## config.mk

```make
export PLATFORM = sky130hd
export DESIGN_NAME = pcq_counter
export DESIGN_NICKNAME = d
export VERILOG_FILES = /design/src/pcq_pkg.sv /design/src/pcq_counter.sv
export SDC_FILE = /design/constraint.sdc
export NUM_CORES = 1
export LEC_CHECK = 0
export BUFFER_PORTS_ARGS = -buffer_cell sky130_fd_sc_hd__clkbuf_2
export CAP_MARGIN = 40
export CORE_UTILIZATION = 60
export CTS_CLUSTER_DIAMETER = 150
export CTS_CLUSTER_SIZE = 10
export DETAILED_ROUTE_END_ITERATION = 8
export HOLD_SLACK_MARGIN = 0.08
export PLACE_DENSITY_LB_ADDON = 0.05
export SYNTH_ARGS = -nofsm -noshare
export SYNTH_HDL_FRONTEND = slang
export SYNTH_SLANG_ARGS = --single-unit
```

## constraint.sdc

```tcl
create_clock -name clock -period 6.1 [get_ports clock]
set_input_delay 0.305 -clock clock [delete_from_list [all_inputs] [get_ports clock]]
set_output_delay 0.305 -clock clock [all_outputs]
set_load 0.005 [all_outputs]
```

## src/pcq_pkg.sv

```systemverilog
// shared constants and types for the pulse counter
package pcq_pkg;
    // register byte offsets
    localparam logic [7:0] OFS_CTRL   = 8'h00;
    localparam logic [7:0] OFS_CMD    = 8'h04;
    localparam logic [7:0] OFS_STATUS = 8'h08;
    localparam logic [7:0] OFS_CNT    = 8'h0c;
    localparam logic [7:0] OFS_TOP    = 8'h10;
    localparam logic [7:0] OFS_WRAP_LIMIT_BUFFER   = 8'h14;
    localparam logic [7:0] OFS_IF     = 8'h18;
    localparam logic [7:0] OFS_IFS    = 8'h1c;
    localparam logic [7:0] OFS_IFC    = 8'h20;
    localparam logic [7:0] OFS_IEN    = 8'h24;
    localparam logic [7:0] OFS_ROUTE  = 8'h28;
    localparam logic [7:0] OFS_FREEZE = 8'h2c;
    localparam logic [7:0] OFS_SYNC   = 8'h30;
    localparam logic [7:0] OFS_AUX    = 8'h38;
    localparam logic [7:0] OFS_INPUT  = 8'h3c;

    // control field positions
    localparam int MODE_LO   = 0;
    localparam int DIR_BIT   = 2;
    localparam int EDGE_BIT  = 3;
    localparam int PULSE_WIDTH_GUARD_BIT  = 4;
    localparam int RST_BIT   = 5;
    localparam int MIDPOINT_WRAP_ENABLE_BIT  = 8;
    localparam int S1DIR_BIT = 9;
    localparam int MAIN_COUNT_EVENTS_LO  = 10;
    localparam int AUXEV_LO  = 14;

    // command bits
    localparam int CMD_LCNT = 0;
    localparam int CMD_LTOP = 1;

    // input register fields
    localparam int SEL_LO    = 0;
    localparam int SEL_W     = 4;
    localparam int S0EN_BIT  = 6;
    localparam int S1EN_BIT  = 10;

    // flag bits
    localparam int F_UF  = 0;
    localparam int F_OF  = 1;
    localparam int F_DIR = 2;
    localparam int F_AUX = 3;
    localparam int NFLAG = 4;

    // reset values
    localparam logic [15:0] TOP_RST  = 16'h00ff;
    localparam logic [15:0] CTRL_RST = 16'h0000;

    // filter length and domain reset release depth
    localparam int PULSE_WIDTH_GUARD_CYC = 5;
    localparam int RST_SYNC = 2;

    typedef enum logic [1:0] {
        PCQ_DISABLE,
        PCQ_SAMPLED,
        PCQ_PINCLK,
        PCQ_QUAD
    } pcq_mode_e;

    // events (main counter) selections
    localparam logic [1:0] EV_BOTH = 2'h0;
    localparam logic [1:0] EV_UP   = 2'h1;
    localparam logic [1:0] EV_DOWN = 2'h2;

    // secondary counter selections
    localparam logic [1:0] AX_UP   = 2'h1;
    localparam logic [1:0] AX_DOWN = 2'h2;
    localparam logic [1:0] AX_BOTH = 2'h3;

    typedef struct packed {
        logic [7:0]  addr;
        logic [31:0] wdata;
        logic        wr;
        logic        rd;
    } pcq_bus_s;
endpackage

```

## src/pcq_counter.sv

```systemverilog
// pulse counter with quadrature decoder, single clock, sampled link inputs
//
// The implementer's own choice: the plain strobed port.
`timescale 1ns/100ps
// Operation
// RL1: domain reset bit holds counter logic in reset; release after two counter edges.
// RL2: domain reset restores limit, count and counter-side control state.
// RL3: in pin-clocked modes, register updates need 2-3 pin clocks to apply; here writes and commands apply on the next pin clock edge.
// RL4: software writes limit buffer only when count cannot pass it soon.
// RL5: default counter clock is the slow clock; primary pin is alternative.
// RL6: software holds domain reset while switching the clock source.
// RL7: guard passes sampled edge after level stable five slow-clock cycles.
// RL8: polarity picks falling edge when sampled; inverts quadrature direction.
// RL9: software changes polarity only while the counter is disabled.
// RL10: each pulse input may come from a chosen event-bus channel.
// RL11: all events share one interrupt output; flags tell the cause.
// RL12: down pulse at zero sets underflow, reloads limit or half limit.
// RL13: up pulse at limit sets overflow, reloads zero or half limit.
// RL14: quadrature direction change sets the reversal flag.
// RL15: secondary event field picks secondary increment events; it counts up.
// RL16: main event field: both, up only, down only, or never.
// RL17: second input direction bit: high input keeps direction, low reverses.
// RL18: midpoint wrap reloads half limit on every wrap; the secondary counter still wraps to zero.
// RL19: direction bit picks up or down in single modes, ignored in quadrature.
// RL20: mode field: disabled, sampled, pin-clocked single, pin-clocked quadrature.
// RL21: primary leading secondary decodes clockwise, lagging counter-clockwise.
// RL22: load-limit-now command copies buffer into live limit.
// RL23: interrupt is high while any enabled flag is set.
// RL24: set and clear registers act on ones only.
module pcq_counter #(
    parameter int CW     = 16,
    parameter int NCHAN  = 16
) (
    // clock and reset
    input  wire logic              clock,
    input  wire logic              nrst,
    // slow sampling clock, pulse pins and event bus
    input  wire logic              low_freq_clock,
    input  wire logic              primary_pulse_input,
    input  wire logic              secondary_pulse_input,
    input  wire logic [NCHAN-1:0]  peripheral_event_bus,
    // register port
    input  wire pcq_pkg::pcq_bus_s bus,
    output logic [31:0]            rdata,
    // interrupt
    output logic                   counter_interrupt
);
    // two-stage synchronisers for every asynchronous input
    logic [3+NCHAN-1:0] sy1_q, sy2_q;
    always_ff @(posedge clock) begin
        sy1_q <= {peripheral_event_bus, low_freq_clock, secondary_pulse_input,
                  primary_pulse_input};
        sy2_q <= sy1_q;
    end
    wire              pin0 = sy2_q[0];
    wire              pin1 = sy2_q[1];
    wire              lfc  = sy2_q[2];
    wire [NCHAN-1:0]  evb  = sy2_q[3+NCHAN-1:3];

    // software-side registers
    logic [15:0]  ctrl_q, inp_q, ien_q, route_q, frz_q;
    logic [CW-1:0] wrap_limit_buffer_q;
    wire wr_ctrl  = bus.wr && bus.addr == pcq_pkg::OFS_CTRL;
    wire wr_cmd   = bus.wr && bus.addr == pcq_pkg::OFS_CMD;
    wire wr_wrap_limit_buffer  = bus.wr && bus.addr == pcq_pkg::OFS_WRAP_LIMIT_BUFFER;
    wire wr_ifs   = bus.wr && bus.addr == pcq_pkg::OFS_IFS;
    wire wr_ifc   = bus.wr && bus.addr == pcq_pkg::OFS_IFC;
    wire wr_ien   = bus.wr && bus.addr == pcq_pkg::OFS_IEN;
    wire wr_route = bus.wr && bus.addr == pcq_pkg::OFS_ROUTE;
    wire wr_frz   = bus.wr && bus.addr == pcq_pkg::OFS_FREEZE;
    wire wr_inp   = bus.wr && bus.addr == pcq_pkg::OFS_INPUT;

    always_ff @(posedge clock) begin
        if (!nrst) begin
            ctrl_q  <= pcq_pkg::CTRL_RST;
            inp_q   <= 16'h0000;
            ien_q   <= 16'h0000;
            route_q <= 16'h0000;
            frz_q   <= 16'h0000;
            wrap_limit_buffer_q  <= CW'(pcq_pkg::TOP_RST);
        end else begin
            if (wr_ctrl)  ctrl_q  <= bus.wdata[15:0];
            if (wr_inp)   inp_q   <= bus.wdata[15:0];
            if (wr_ien)   ien_q   <= bus.wdata[15:0];
            if (wr_route) route_q <= bus.wdata[15:0];
            if (wr_frz)   frz_q   <= bus.wdata[15:0];
            if (wr_wrap_limit_buffer)  wrap_limit_buffer_q  <= bus.wdata[CW-1:0];  // see RL4
        end
    end

    wire domain_reset_enable = ctrl_q[pcq_pkg::RST_BIT];
    wire [1:0] mode_f = ctrl_q[pcq_pkg::MODE_LO +: 2];

    // counter clock: slow clock by default, primary pin in pin-clocked modes
    wire pin_clocked = mode_f == 2'(pcq_pkg::PCQ_PINCLK) ||
                       mode_f == 2'(pcq_pkg::PCQ_QUAD);       // see RL5
    // event-bus replacement of the inputs
    wire [pcq_pkg::SEL_W-1:0] chan = inp_q[pcq_pkg::SEL_LO +: pcq_pkg::SEL_W];
    wire ev_bit   = evb[chan];
    wire src0     = inp_q[pcq_pkg::S0EN_BIT] ? ev_bit : pin0; // see RL10
    wire src1     = inp_q[pcq_pkg::S1EN_BIT] ? ev_bit : pin1; // see RL10
    wire cclk     = pin_clocked ? src0 : lfc;                 // see RL5

    // counter clock edge detection on the system clock
    logic cclk_q, src0_q;
    always_ff @(posedge clock) begin
        if (!nrst) begin
            cclk_q <= 1'b0;
            src0_q <= 1'b0;
        end else begin
            cclk_q <= cclk;
            src0_q <= src0;
        end
    end
    wire tick = cclk & ~cclk_q;

    // domain reset: held while bit set, released on second counter tick
    logic [pcq_pkg::RST_SYNC-1:0] rel_q;
    always_ff @(posedge clock) begin
        if (!nrst || domain_reset_enable)
            rel_q <= '0;                                      // see RL1
        else if (tick)
            rel_q <= {rel_q[pcq_pkg::RST_SYNC-2:0], 1'b1};    // see RL1
    end
    wire dom_rst = domain_reset_enable || !rel_q[pcq_pkg::RST_SYNC-1];

    // settings copied into the counter domain on counter ticks; pin clock
    // therefore needs one pulse before a write applies
    logic [15:0] cctrl_q;
    logic        ltop_pend_q, lcnt_pend_q;
    always_ff @(posedge clock) begin
        if (!nrst || dom_rst) begin
            cctrl_q <= pcq_pkg::CTRL_RST;                     // see RL2
        end else if (tick) begin
            cctrl_q <= ctrl_q;                                // see RL3
        end
    end
    // command strobes wait for the next counter tick; set wins over consume
    always_ff @(posedge clock) begin
        if (!nrst || dom_rst) begin
            ltop_pend_q <= 1'b0;
            lcnt_pend_q <= 1'b0;
        end else begin
            ltop_pend_q <= (wr_cmd && bus.wdata[pcq_pkg::CMD_LTOP]) || (ltop_pend_q && !tick);
            lcnt_pend_q <= (wr_cmd && bus.wdata[pcq_pkg::CMD_LCNT]) || (lcnt_pend_q && !tick);
        end
    end

    wire [1:0] cmode  = cctrl_q[pcq_pkg::MODE_LO +: 2];
    wire       c_samp = cmode == 2'(pcq_pkg::PCQ_SAMPLED);
    wire       c_pin  = cmode == 2'(pcq_pkg::PCQ_PINCLK);
    wire       c_quad = cmode == 2'(pcq_pkg::PCQ_QUAD);
    wire       c_edge = cctrl_q[pcq_pkg::EDGE_BIT];
    wire       c_midpoint_wrap_enable = cctrl_q[pcq_pkg::MIDPOINT_WRAP_ENABLE_BIT];
    wire [1:0] c_cev  = cctrl_q[pcq_pkg::MAIN_COUNT_EVENTS_LO +: 2];
    wire [1:0] c_aev  = cctrl_q[pcq_pkg::AUXEV_LO +: 2];

    // pulse width guard in sampled mode, counted in slow-clock ticks
    logic [2:0] fcnt_q;
    logic       pulse_width_guard_q, in_q;
    wire        raw_in = src0;
    always_ff @(posedge clock) begin
        if (!nrst || dom_rst) begin
            fcnt_q <= 3'h0;
            pulse_width_guard_q <= 1'b0;
            in_q   <= 1'b0;
        end else if (tick) begin
            in_q <= raw_in;
            if (raw_in != in_q)
                fcnt_q <= 3'h1;
            else if (fcnt_q < 3'(pcq_pkg::PULSE_WIDTH_GUARD_CYC))
                fcnt_q <= fcnt_q + 3'h1;
            if (!cctrl_q[pcq_pkg::PULSE_WIDTH_GUARD_BIT])
                pulse_width_guard_q <= raw_in;
            else if (raw_in == in_q && fcnt_q == 3'(pcq_pkg::PULSE_WIDTH_GUARD_CYC - 1))
                pulse_width_guard_q <= raw_in;                             // see RL7
        end
    end
    logic pulse_width_guard_prev_q;
    always_ff @(posedge clock) begin
        if (!nrst || dom_rst)
            pulse_width_guard_prev_q <= 1'b0;
        else if (tick)
            pulse_width_guard_prev_q <= pulse_width_guard_q;
    end
    wire samp_edge = c_edge ? (pulse_width_guard_prev_q & ~pulse_width_guard_q)         // see RL8
                            : (~pulse_width_guard_prev_q & pulse_width_guard_q);        // see RL8

    // single-input direction: 1 means down
    wire s_down = cctrl_q[pcq_pkg::S1DIR_BIT] && !src1
                  ? ~cctrl_q[pcq_pkg::DIR_BIT]                // see RL17
                  : cctrl_q[pcq_pkg::DIR_BIT];                // see RL19

    // quadrature: secondary sampled on both primary edges
    logic s1_last_q, qdir_q;
    wire  any0 = src0 ^ src0_q;
    wire  quad_tick = c_quad && any0;
    // with primary leading, secondary low on primary rise: clockwise (up)
    wire  q_en   = src1 != s1_last_q;
    wire  q_down = (src0 ? src1 : ~src1) ^ c_edge;            // see RL21 RL8
    always_ff @(posedge clock) begin
        if (!nrst || dom_rst) begin
            s1_last_q <= 1'b0;
            qdir_q    <= 1'b0;
        end else if (quad_tick) begin
            s1_last_q <= src1;
            if (q_en)
                qdir_q <= q_down;
        end
    end
    wire dir_change = quad_tick && q_en && q_down != qdir_q;  // see RL14

    // count events
    wire ev       = (c_samp && tick && samp_edge) || (c_pin && tick) ||
                    (quad_tick && q_en);                      // see RL20
    wire ev_down  = c_quad ? q_down : s_down;                 // see RL19
    wire ev_up_p  = ev && !ev_down;
    wire ev_dn_p  = ev && ev_down;
    wire do_up    = ev_up_p && (c_cev == pcq_pkg::EV_BOTH ||
                                c_cev == pcq_pkg::EV_UP);     // see RL16
    wire do_dn    = ev_dn_p && (c_cev == pcq_pkg::EV_BOTH ||
                                c_cev == pcq_pkg::EV_DOWN);   // see RL16
    wire do_aux   = (ev_up_p && (c_aev == pcq_pkg::AX_UP || c_aev == pcq_pkg::AX_BOTH)) ||
                    (ev_dn_p && (c_aev == pcq_pkg::AX_DOWN || c_aev == pcq_pkg::AX_BOTH));

    logic [CW-1:0] cnt_q, top_q, aux_q;
    wire  [CW-1:0] half = top_q >> 1;
    wire  uf = do_dn && cnt_q == '0;                          // see RL12
    wire  of = do_up && cnt_q == top_q;                       // see RL13
    wire  aof = do_aux && aux_q == top_q;
    always_ff @(posedge clock) begin
        if (!nrst || dom_rst) begin
            cnt_q <= '0;                                      // see RL2
            top_q <= CW'(pcq_pkg::TOP_RST);                   // see RL2
            aux_q <= '0;
        end else begin
            if (ltop_pend_q && tick)
                top_q <= wrap_limit_buffer_q;                              // see RL22
            if (lcnt_pend_q && tick)
                cnt_q <= wrap_limit_buffer_q;
            else if (uf)
                cnt_q <= c_midpoint_wrap_enable ? half : top_q;               // see RL12 RL18
            else if (of)
                cnt_q <= c_midpoint_wrap_enable ? half : '0;                  // see RL13 RL18
            else if (do_up)
                cnt_q <= cnt_q + CW'(1);
            else if (do_dn)
                cnt_q <= cnt_q - CW'(1);
            if (aof)
                aux_q <= '0;
            else if (do_aux)
                aux_q <= aux_q + CW'(1);                      // see RL15
        end
    end

    // event flags: hardware set wins over software clear
    logic [pcq_pkg::NFLAG-1:0] flag_q;
    wire  [pcq_pkg::NFLAG-1:0] hw_set = {aof, dir_change, of, uf};
    wire  [pcq_pkg::NFLAG-1:0] sw_set = wr_ifs ? bus.wdata[pcq_pkg::NFLAG-1:0] : '0;
    wire  [pcq_pkg::NFLAG-1:0] sw_clr = wr_ifc ? bus.wdata[pcq_pkg::NFLAG-1:0] : '0;
    always_ff @(posedge clock) begin
        if (!nrst)
            flag_q <= '0;
        else
            flag_q <= (flag_q & ~sw_clr) | sw_set | hw_set;   // see RL24
    end
    assign counter_interrupt =
        |(flag_q & ien_q[pcq_pkg::NFLAG-1:0]);                // see RL11 RL23

    // register read, data one cycle after the strobe
    logic [31:0] rmux;
    always_comb begin
        rmux = 32'h0000_0000;
        case (bus.addr)
            pcq_pkg::OFS_CTRL:   rmux = {16'h0000, ctrl_q};
            pcq_pkg::OFS_STATUS: rmux = {31'h0, qdir_q};
            pcq_pkg::OFS_CNT:    rmux = 32'(cnt_q);
            pcq_pkg::OFS_TOP:    rmux = 32'(top_q);
            pcq_pkg::OFS_WRAP_LIMIT_BUFFER:   rmux = 32'(wrap_limit_buffer_q);
            pcq_pkg::OFS_IF:     rmux = 32'(flag_q);
            pcq_pkg::OFS_IEN:    rmux = {16'h0000, ien_q};
            pcq_pkg::OFS_ROUTE:  rmux = {16'h0000, route_q};
            pcq_pkg::OFS_FREEZE: rmux = {16'h0000, frz_q};
            pcq_pkg::OFS_SYNC:   rmux = {29'h0, lcnt_pend_q | ltop_pend_q,
                                         ltop_pend_q, cctrl_q != ctrl_q};
            pcq_pkg::OFS_AUX:    rmux = 32'(aux_q);
            pcq_pkg::OFS_INPUT:  rmux = {16'h0000, inp_q};
            default:             rmux = 32'h0000_0000;
        endcase
    end
    always_ff @(posedge clock) begin
        if (!nrst)
            rdata <= 32'h0000_0000;
        else
            rdata <= bus.rd ? rmux : 32'h0000_0000;
    end
endmodule

```

==> results by group, run 1 <==
STA
  • Endpoints failing hold: 0
  • Achievable clock frequency: 0.1777 GHz
  • Fin crit share: 92.25%
  • RSZ-0062 raised after global routing: no
  • Max-slew violations: 0
  • Final setup viols: 0
  • Post-layout min period: 5.627 ns
  • Worst hold slack: 0.1130 ns
  • Skew final: 0.01383 ns
  • Final TNS setup: 0 ns
  • Slew HR: 37.31%
  • Final worst slack: 0.4729 ns
  • Worst slew pin tran: 0.9403 ns

Synthesis
  • Sequential share of the synthesized area: 40.24%
  • Seq cells post-synth: 232
  • Syn Area/Cell: 8.233 µm²
  • Syn Inst Count: 1402
  • Asr flop ratio synth: 0%
  • Number of enable flip-flop cells after synthesis: 0
  • Unique masters post-synth: 78
  • Primary FF master, synth: dfxtp_1
  • Yosys warns: 0
  • Post-Synthesis Cell Area: 11540 µm²

Layout
  • Nets: 1518
  • Layout area overhead: 10.61%
  • Final core utilization: 68.03%
  • Reg area: 4644 µm²
  • Fill cell count: 1583
  • Multi-input gate area: 6389 µm²
  • Antenna diode count: 0
  • Layout cells sized above 1: 10.45%

Critical path
  • Slowest cell on the critical path: dfxtp_1
  • Arrival time worst endpoint: 6.10 ns
  • Register-to-register setup slack: 0.47 ns
  • R2R cell count: 17
  • Required time worst endpoint: 6.57 ns
  • Worst-path cell chain: mux4_2 > a2bb2oi_2 > a21oi_2 > and4bb_4 > a211o_1 > a31oi_1 > nand2_1 > ha_1 > nor2b_1 > o21a_1 > o21ai_0 > a2111oi_0 > nor2_1 > a211o_1 > mux2i_1 > a31o_2 > a31oi_1
  • Element type at the critical path end: flop
  • CP Launch Type: flop
  • Max stage delay on crit path: 0.66 ns
  • Critical Path Fanout Max: 9
  • Critical path type: flop to flop

Floorplanning
  • Die H: 140.7 µm
  • Starting Density: 61.50%
  • Core Area: 18770 µm²
  • Die Area: 19800 µm²
  • Num rows: 50
  • Top Ports: 96
  • Die Wd: 140.7 µm

Power and ir drop
  • Leakage power: 0.004663 µW
  • Worst VDD drop: 0.0002427 V
  • Power per Cell Area: 238.3 nW/µm²
  • Design Power: 3043 µW
  • Internal: 2356 µW
  • Sequential power share: 50.5%
  • Net Switching: 686.8 µW
  • Switching Share: 22.57%
  • Comb power frac: 3.8%
  • Clock power frac: 45.7%

Global route
  • Vias in the first global route: 9782
  • Grt ovf: 0
  • Largest net degree at the start of global routing: 96
  • Antenna violations before repair: 0
  • Gr usage total: 36.15%
  • First-pass GRT wire length: 55600 µm

Clock network
  • CTS Root Cell: clkbuf_16
  • Gates resized, CTS repair: 0
  • Inserted Clock Buffers: 27
  • H-tree lvl count: 1
  • Post-CTS Setup Bufs: 0
  • CTS tree: yes
  • CTS hold repair buffers: 20
  • TritonCTS Sinks: 232
  • Worst skew pair latency: 0.54 ns
  • Clock transition at path regs: 0.06 ns
  • CTS Buffer Depth: 3

Detailed routing
  • WL/cell: 21.38 µm
  • Routed Antenna Nets: 0
  • Routed wire length: 35710 µm
  • Total number of vias: 10710
  • Initial drt markers: 1465
  • DRC: 0
  • DRT Pass-1 Iters: 9
  • Vias/cell: 6.414

Place
  • Post-DP HPWL: 24390 µm
  • Place WS: 0.5784 ns
  • PortBufs: 63
  • Routability cong.: 0.9520

Worst hold path
  • Worst min-delay path class: input pin to flop
  • Hold path depth: 3

Run status
  • Status: finished, final reports clean

Job
  • Max cap viols: 0
-- flip-flops by register name (all words and copies together), names as in the netlist, 3 cells and up --
register and cells:
aux_q 16, cctrl_q 16, cnt_q 16, ctrl_q 16
fcnt_q 3, flag_q 4, frz_q 16, ien_q 16
inp_q 16, rdata 16, route_q 16, sy1_q 19
sy2_q 19, top_q 16, wrap_limit_buffer_q 16
-- power by group through the flow --
stage          Clock, µW  Sequential, µW  Combinational, µW
2_1_floorplan          0            1570               66.0
5_1_grt             1460            1540                123
3_3_place_gp           0            1570                100
4_1_cts             1400            1540                112
6_report            1390            1540                115
3_5_place_dp           0            1570                101
-- per-layer routing --
metal	wire (µm)	GRT usage, %	vias to the layer above
met4	1646	15.27	0
met2	15880	57.03	614
li1	-	-	4989
met5	0	0	-
met3	3825	7.813	116
met1	14360	47.89	4992
-- area by class of cell --
| cell class | count | share of cell area [%] |
|---|---|---|
| Sequential cell | 232 | 36.38 |
| Timing Repair Buffer | 103 | 5.331 |
| Tap cell | 234 | 2.293 |
| Clock inverter | 2 | 0.2254 |
| Inverter | 15 | 0.4410 |
| Clock buffer | 27 | 5.292 |
| Multi-Input combinational cell | 1057 | 50.04 |
-- path summary, 6_finish.rpt --
kind,startpoint,end
min reg2reg,sy1_q[4]$_DFF_P_,sy2_q[4]$_DFF_P_
max reg2reg,inp_q[2]$_SDFFE_PN0P_,cnt_q[14]$_SDFFE_PP0P_
min,bus[8],ien_q[6]$_SDFFE_PN0P_
max,inp_q[2]$_SDFFE_PN0P_,cnt_q[14]$_SDFFE_PP0P_
-- metrics by stage --
| step | area [µm²] | std cells |
|---|---|---|
| after global routing | 12770 | 1670 |
| after CTS | 12770 | 1670 |
| after floorplan | 11600 | 1417 |
| after global placement | 11810 | 1616 |
| final | 12770 | 1670 |
| after detailed placement | 11860 | 1621 |
-- cells in the mapped netlist (19+ instances only) --
library cell	number	share of area, %
a222oi_1	20	1.7
buf_4	19	1.2
clkbuf_1	82	2.7
nand4_1	21	1.1
a22oi_1	29	1.9
nor2_1	77	2.5
xnor2_1	21	1.6
o21ai_0	21	0.91
nand2_1	317	10
a21oi_1	63	2.7
xor2_1	49	3.7
mux2i_1	28	2.4
dfxtp_1	232	40
nor4_1	19	1.0
nor3_1	27	1.2
nand3_1	45	2.0
a31oi_1	21	1.1
a21boi_0	89	5.8
-- layout by cell type, fill, tap and decap left out, drive strengths merged, types with 6 or more instances in the layout --
cell / netlist / routed
a211oi: 12 / 12
nor4: 20 / 20
a21oi: 65 / 65
nand2: 317 / 317
nand3: 47 / 47
and2: 15 / 15
conb: 1 / 16
inv: 15 / 17
nor3: 27 / 27
a22oi: 29 / 29
clkbuf: 82 / 90
nand2b: 6 / 6
mux2: 7 / 7
buf: 31 / 20
o31ai: 11 / 11
and3: 10 / 10
a222oi: 20 / 20
o211ai: 14 / 14
xnor2: 21 / 21
xor2: 50 / 50
mux2i: 28 / 28
o21ai: 22 / 22
or2: 6 / 6
nor2: 77 / 77
nor2b: 6 / 6
dfxtp: 232 / 232
a21boi: 89 / 89
a31oi: 21 / 21
nand4: 21 / 21
ha: 18 / 18
dlygate4sd3: 0 / 20
o21a: 6 / 6
nand3b: 8 / 8
-- worst max-delay path, delay by kind of cell, from the launching register on --
kind | cells | cell delay (ns)
compound gates | 10 | 2.69
simple gates | 4 | 1.00
mux | 2 | 0.72
flops | 1 | 0.66
fa+ha+maj | 1 | 0.50
-- cells by family after synthesis --
logic type / after synthesis / synth area share, %
other: 1 / 0.03249
xor gates and xnor gates: 71 / 5.453
muxes: 36 / 3.306
and+or+nand+nor: 582 / 22.96
buffers and inverters: 128 / 5.127
adders and majority gates: 20 / 2.211
AOI/OAI and AO/OA: 332 / 20.67
DFF: 232 / 40.24
(Power assumes the default switching activity.)
==> inputs of run 2 (changes only) <==
CTS_BUF_LIST = sky130_fd_sc_hd__clkbuf_4 sky130_fd_sc_hd__clkbuf_8 sky130_fd_sc_hd__clkbuf_16   (was not set)
REMOVE_ABC_BUFFERS = 1   (was not set)
==> results by group, run 2 (synthesis gave the netlist of run 1 again) <==
Detailed routing
  • DRT Pass-1 Iters: 5 (was 9)
  • Routed Antenna Nets: 0 (unchanged)
  • WL/cell: 21.17 µm (was 21.38 µm)
  • Total number of vias: 10750 (was 10710)
  • Initial drt markers: 1207 (was 1465)
  • Routed wire length: 35440 µm (was 35710 µm)
  • Vias/cell: 6.421 (was 6.414)
  • DRC: 0 (unchanged)

Critical path
  • Top Family by Delay on Critical Path: compound AO/OA/AOI/OAI gates (unchanged)
  • Worst-path cell chain: mux4_2 > a2bb2oi_2 > nand4_1 > nand3_1 > a211o_1 > a31oi_1 > nand2_1 > ha_1 > nor3_1 > o2111ai_1 > a41oi_1 > o211ai_1 > a41oi_1 > nand4_1 > a41o_1 > a21oi_1 (was mux4_2 > a2bb2oi_2 > a21oi_2 > and4bb_4 > a211o_1 > a31oi_1 > nand2_1 > ha_1 > nor2b_1 > o21a_1 > o21ai_0 > a2111oi_0 > nor2_1 > a211o_1 > mux2i_1 > a31o_2 > a31oi_1)
  • Element type at the critical path end: flop (unchanged)
  • Critical Path Fanout Max: 9 (unchanged)
  • CP Launch Type: flop (unchanged)
  • Slowest cell on the critical path: dfxtp_1 (unchanged)
  • WP buf/inv: 0 (unchanged)
  • Required time worst endpoint: 6.58 ns (was 6.57 ns)
  • Arrival time worst endpoint: 6.15 ns (was 6.10 ns)
  • Critical path type: flop to flop (unchanged)
  • Max stage delay on crit path: 0.62 ns (was 0.66 ns)

Layout
  • Antenna diode count: 0 (unchanged)
  • Highest-count cells in the layout ignoring fill and taps: nand2_1 (317), dfxtp_1 (232), a21boi_0 (89) (unchanged)
  • Layout area overhead: 10.80% (was 10.61%)
  • Fin area: 12790 µm² (was 12770 µm²)
  • Nets: 1522 (was 1518)
  • Most common cell after layout, fill and taps aside: nand2_1 (unchanged)
  • Top flop regs: sy1_q (19), sy2_q (19) (unchanged)
  • Layout cells sized above 1: 10.49% (was 10.45%)

Clock network
  • CTS tree: yes (unchanged)
  • Inserted Clock Buffers: 27 (unchanged)
  • Worst skew pair latency: 0.55 ns (was 0.54 ns)
  • Post-CTS Setup Bufs: 0 (unchanged)
  • CTS Root Cell: clkbuf_16 (unchanged)
  • CTS Buffer Depth: 3 (unchanged)
  • CTS hold repair buffers: 21 (was 20)
  • Clock transition at path regs: 0.06 ns (about the same)
  • Gates resized, CTS repair: 0 (unchanged)
  • H-tree lvl count: 1 (unchanged)
  • TritonCTS Sinks: 232 (unchanged)

STA
  • Max-slew violations: 0 (unchanged)
  • RSZ-0062 raised after global routing: no (unchanged)
  • Skew final: 0.01024 ns (was 0.01383 ns)
  • Slew HR: 36.98% (was 37.31%)
  • Worst slew pin tran: 0.9453 ns (was 0.9403 ns)
  • Worst hold slack: 0.08698 ns (was 0.1130 ns)
  • Final setup viols: 0 (unchanged)
  • Post-layout min period: 5.668 ns (was 5.627 ns)
  • Endpoints failing hold: 0 (unchanged)
  • Fin crit share: 92.92% (was 92.25%)
  • Final TNS setup: 0 ns (unchanged)
  • Achievable clock frequency: 0.1764 GHz (was 0.1777 GHz)

Global route
  • Largest net degree at the start of global routing: 55 (was 96)
  • Gr usage total: 35.47% (was 36.15%)
  • Grt ovf: 0 (unchanged)
  • First-pass GRT wire length: 55070 µm (was 55600 µm)
  • Antenna violations before repair: 0 (unchanged)
  • Vias in the first global route: 9765 (was 9782)

Job
  • Max cap viols: 0 (unchanged)

Floorplanning
  • Num rows: 50 (unchanged)
  • Die H: 140.7 µm (unchanged)
  • Top Ports: 96 (unchanged)
  • Core Area: 18770 µm² (unchanged)
  • Starting Density: 61.50% (unchanged)
  • Die Wd: 140.7 µm (unchanged)
  • Die Area: 19800 µm² (unchanged)

Run status
  • Status: finished, final reports clean (unchanged)

Power and ir drop
  • Leakage power: 0.004683 µW (was 0.004663 µW)
  • Power per Cell Area: 237.9 nW/µm² (was 238.3 nW/µm²)
  • Worst VDD drop: 0.0002059 V (was 0.0002427 V)

Place
  • Post-DP HPWL: 24660 µm (was 24390 µm)
  • Cell Area, Placed: 11870 µm² (was 11860 µm²)
  • PortBufs: 63 (unchanged)
  • Routability cong.: 1.016 (was 0.9520)

Worst hold path
  • Worst min-delay path class: input pin to flop (unchanged)
## run 2: final cells by class
cell class	instances	area (µm²)
multi-input cells	1057	6379
fillers	1572	5979
flip-flops and latches	232	4644
repair buffers	107	711.9
clock buffers	27	675.6
well taps	234	292.8
inverters	15	56.30
clock inverters	2	28.78
## run 2: layer usage
layer	GRT usage, %	vias up	part of all wire, %	wire (µm)
met2	53.86	596	43	15340
met3	7.235	121	9.5	3369
met5	0	-	0	0
met4	13.33	0	4.2	1475
li1	-	4993	-	-
met1	49.62	5039	43	15260
## run 2: final timing paths
path,to,slack [ns],start,cells past startpoint
min,inp_q[8]$_SDFFE_PN0P_,0.09,bus[10],3
max,cnt_q[15]$_SDFFE_PP0P_,0.43,inp_q[2]$_SDFFE_PN0P_,16
min reg2reg,sy2_q[4]$_DFF_P_,0.32,sy1_q[4]$_DFF_P_,0
max reg2reg,cnt_q[15]$_SDFFE_PP0P_,0.43,inp_q[2]$_SDFFE_PN0P_,16
## run 2: worst register-to-register path: stages, from the launching register on
cell	delay [ns]
dfxtp_1	0.62
mux4_2	0.57
a2bb2oi_2	0.18
nand4_1	0.18
nand3_1	0.33
a211o_1	0.39
a31oi_1	0.37
nand2_1	0.34
ha_1	0.34
nor3_1	0.35
o2111ai_1	0.21
a41oi_1	0.40
o211ai_1	0.18
a41oi_1	0.59
nand4_1	0.17
a41o_1	0.26
a21oi_1	0.13
## run 2: metrics by stage
| stage | utilization (%) | cells | total power [µW] | worst slack [ns] |
|---|---|---|---|---|
| floorplan | - | 1304 | 1611 | 0.5073 |
| global placement | 62.99 | 1619 | 1668 | 0.6122 |
| detailed placement | 63.27 | 1624 | 1670 | 0.4944 |
| CTS | 68.14 | 1674 | 3037 | 0.4581 |
| global route | 68.14 | 1674 | 3111 | 0.03749 |
| finish | 68.14 | 1674 | 3042 | 0.4317 |
## run 2: power breakdown
group          internal, µW  leakage (µW)  switching, µW  total, µW
combinational          43.3       0.00245           71.5        115
clock                   781      0.000347            608       1390
sequential             1530       0.00188           5.86       1540
total                  2360       0.00468            685       3040
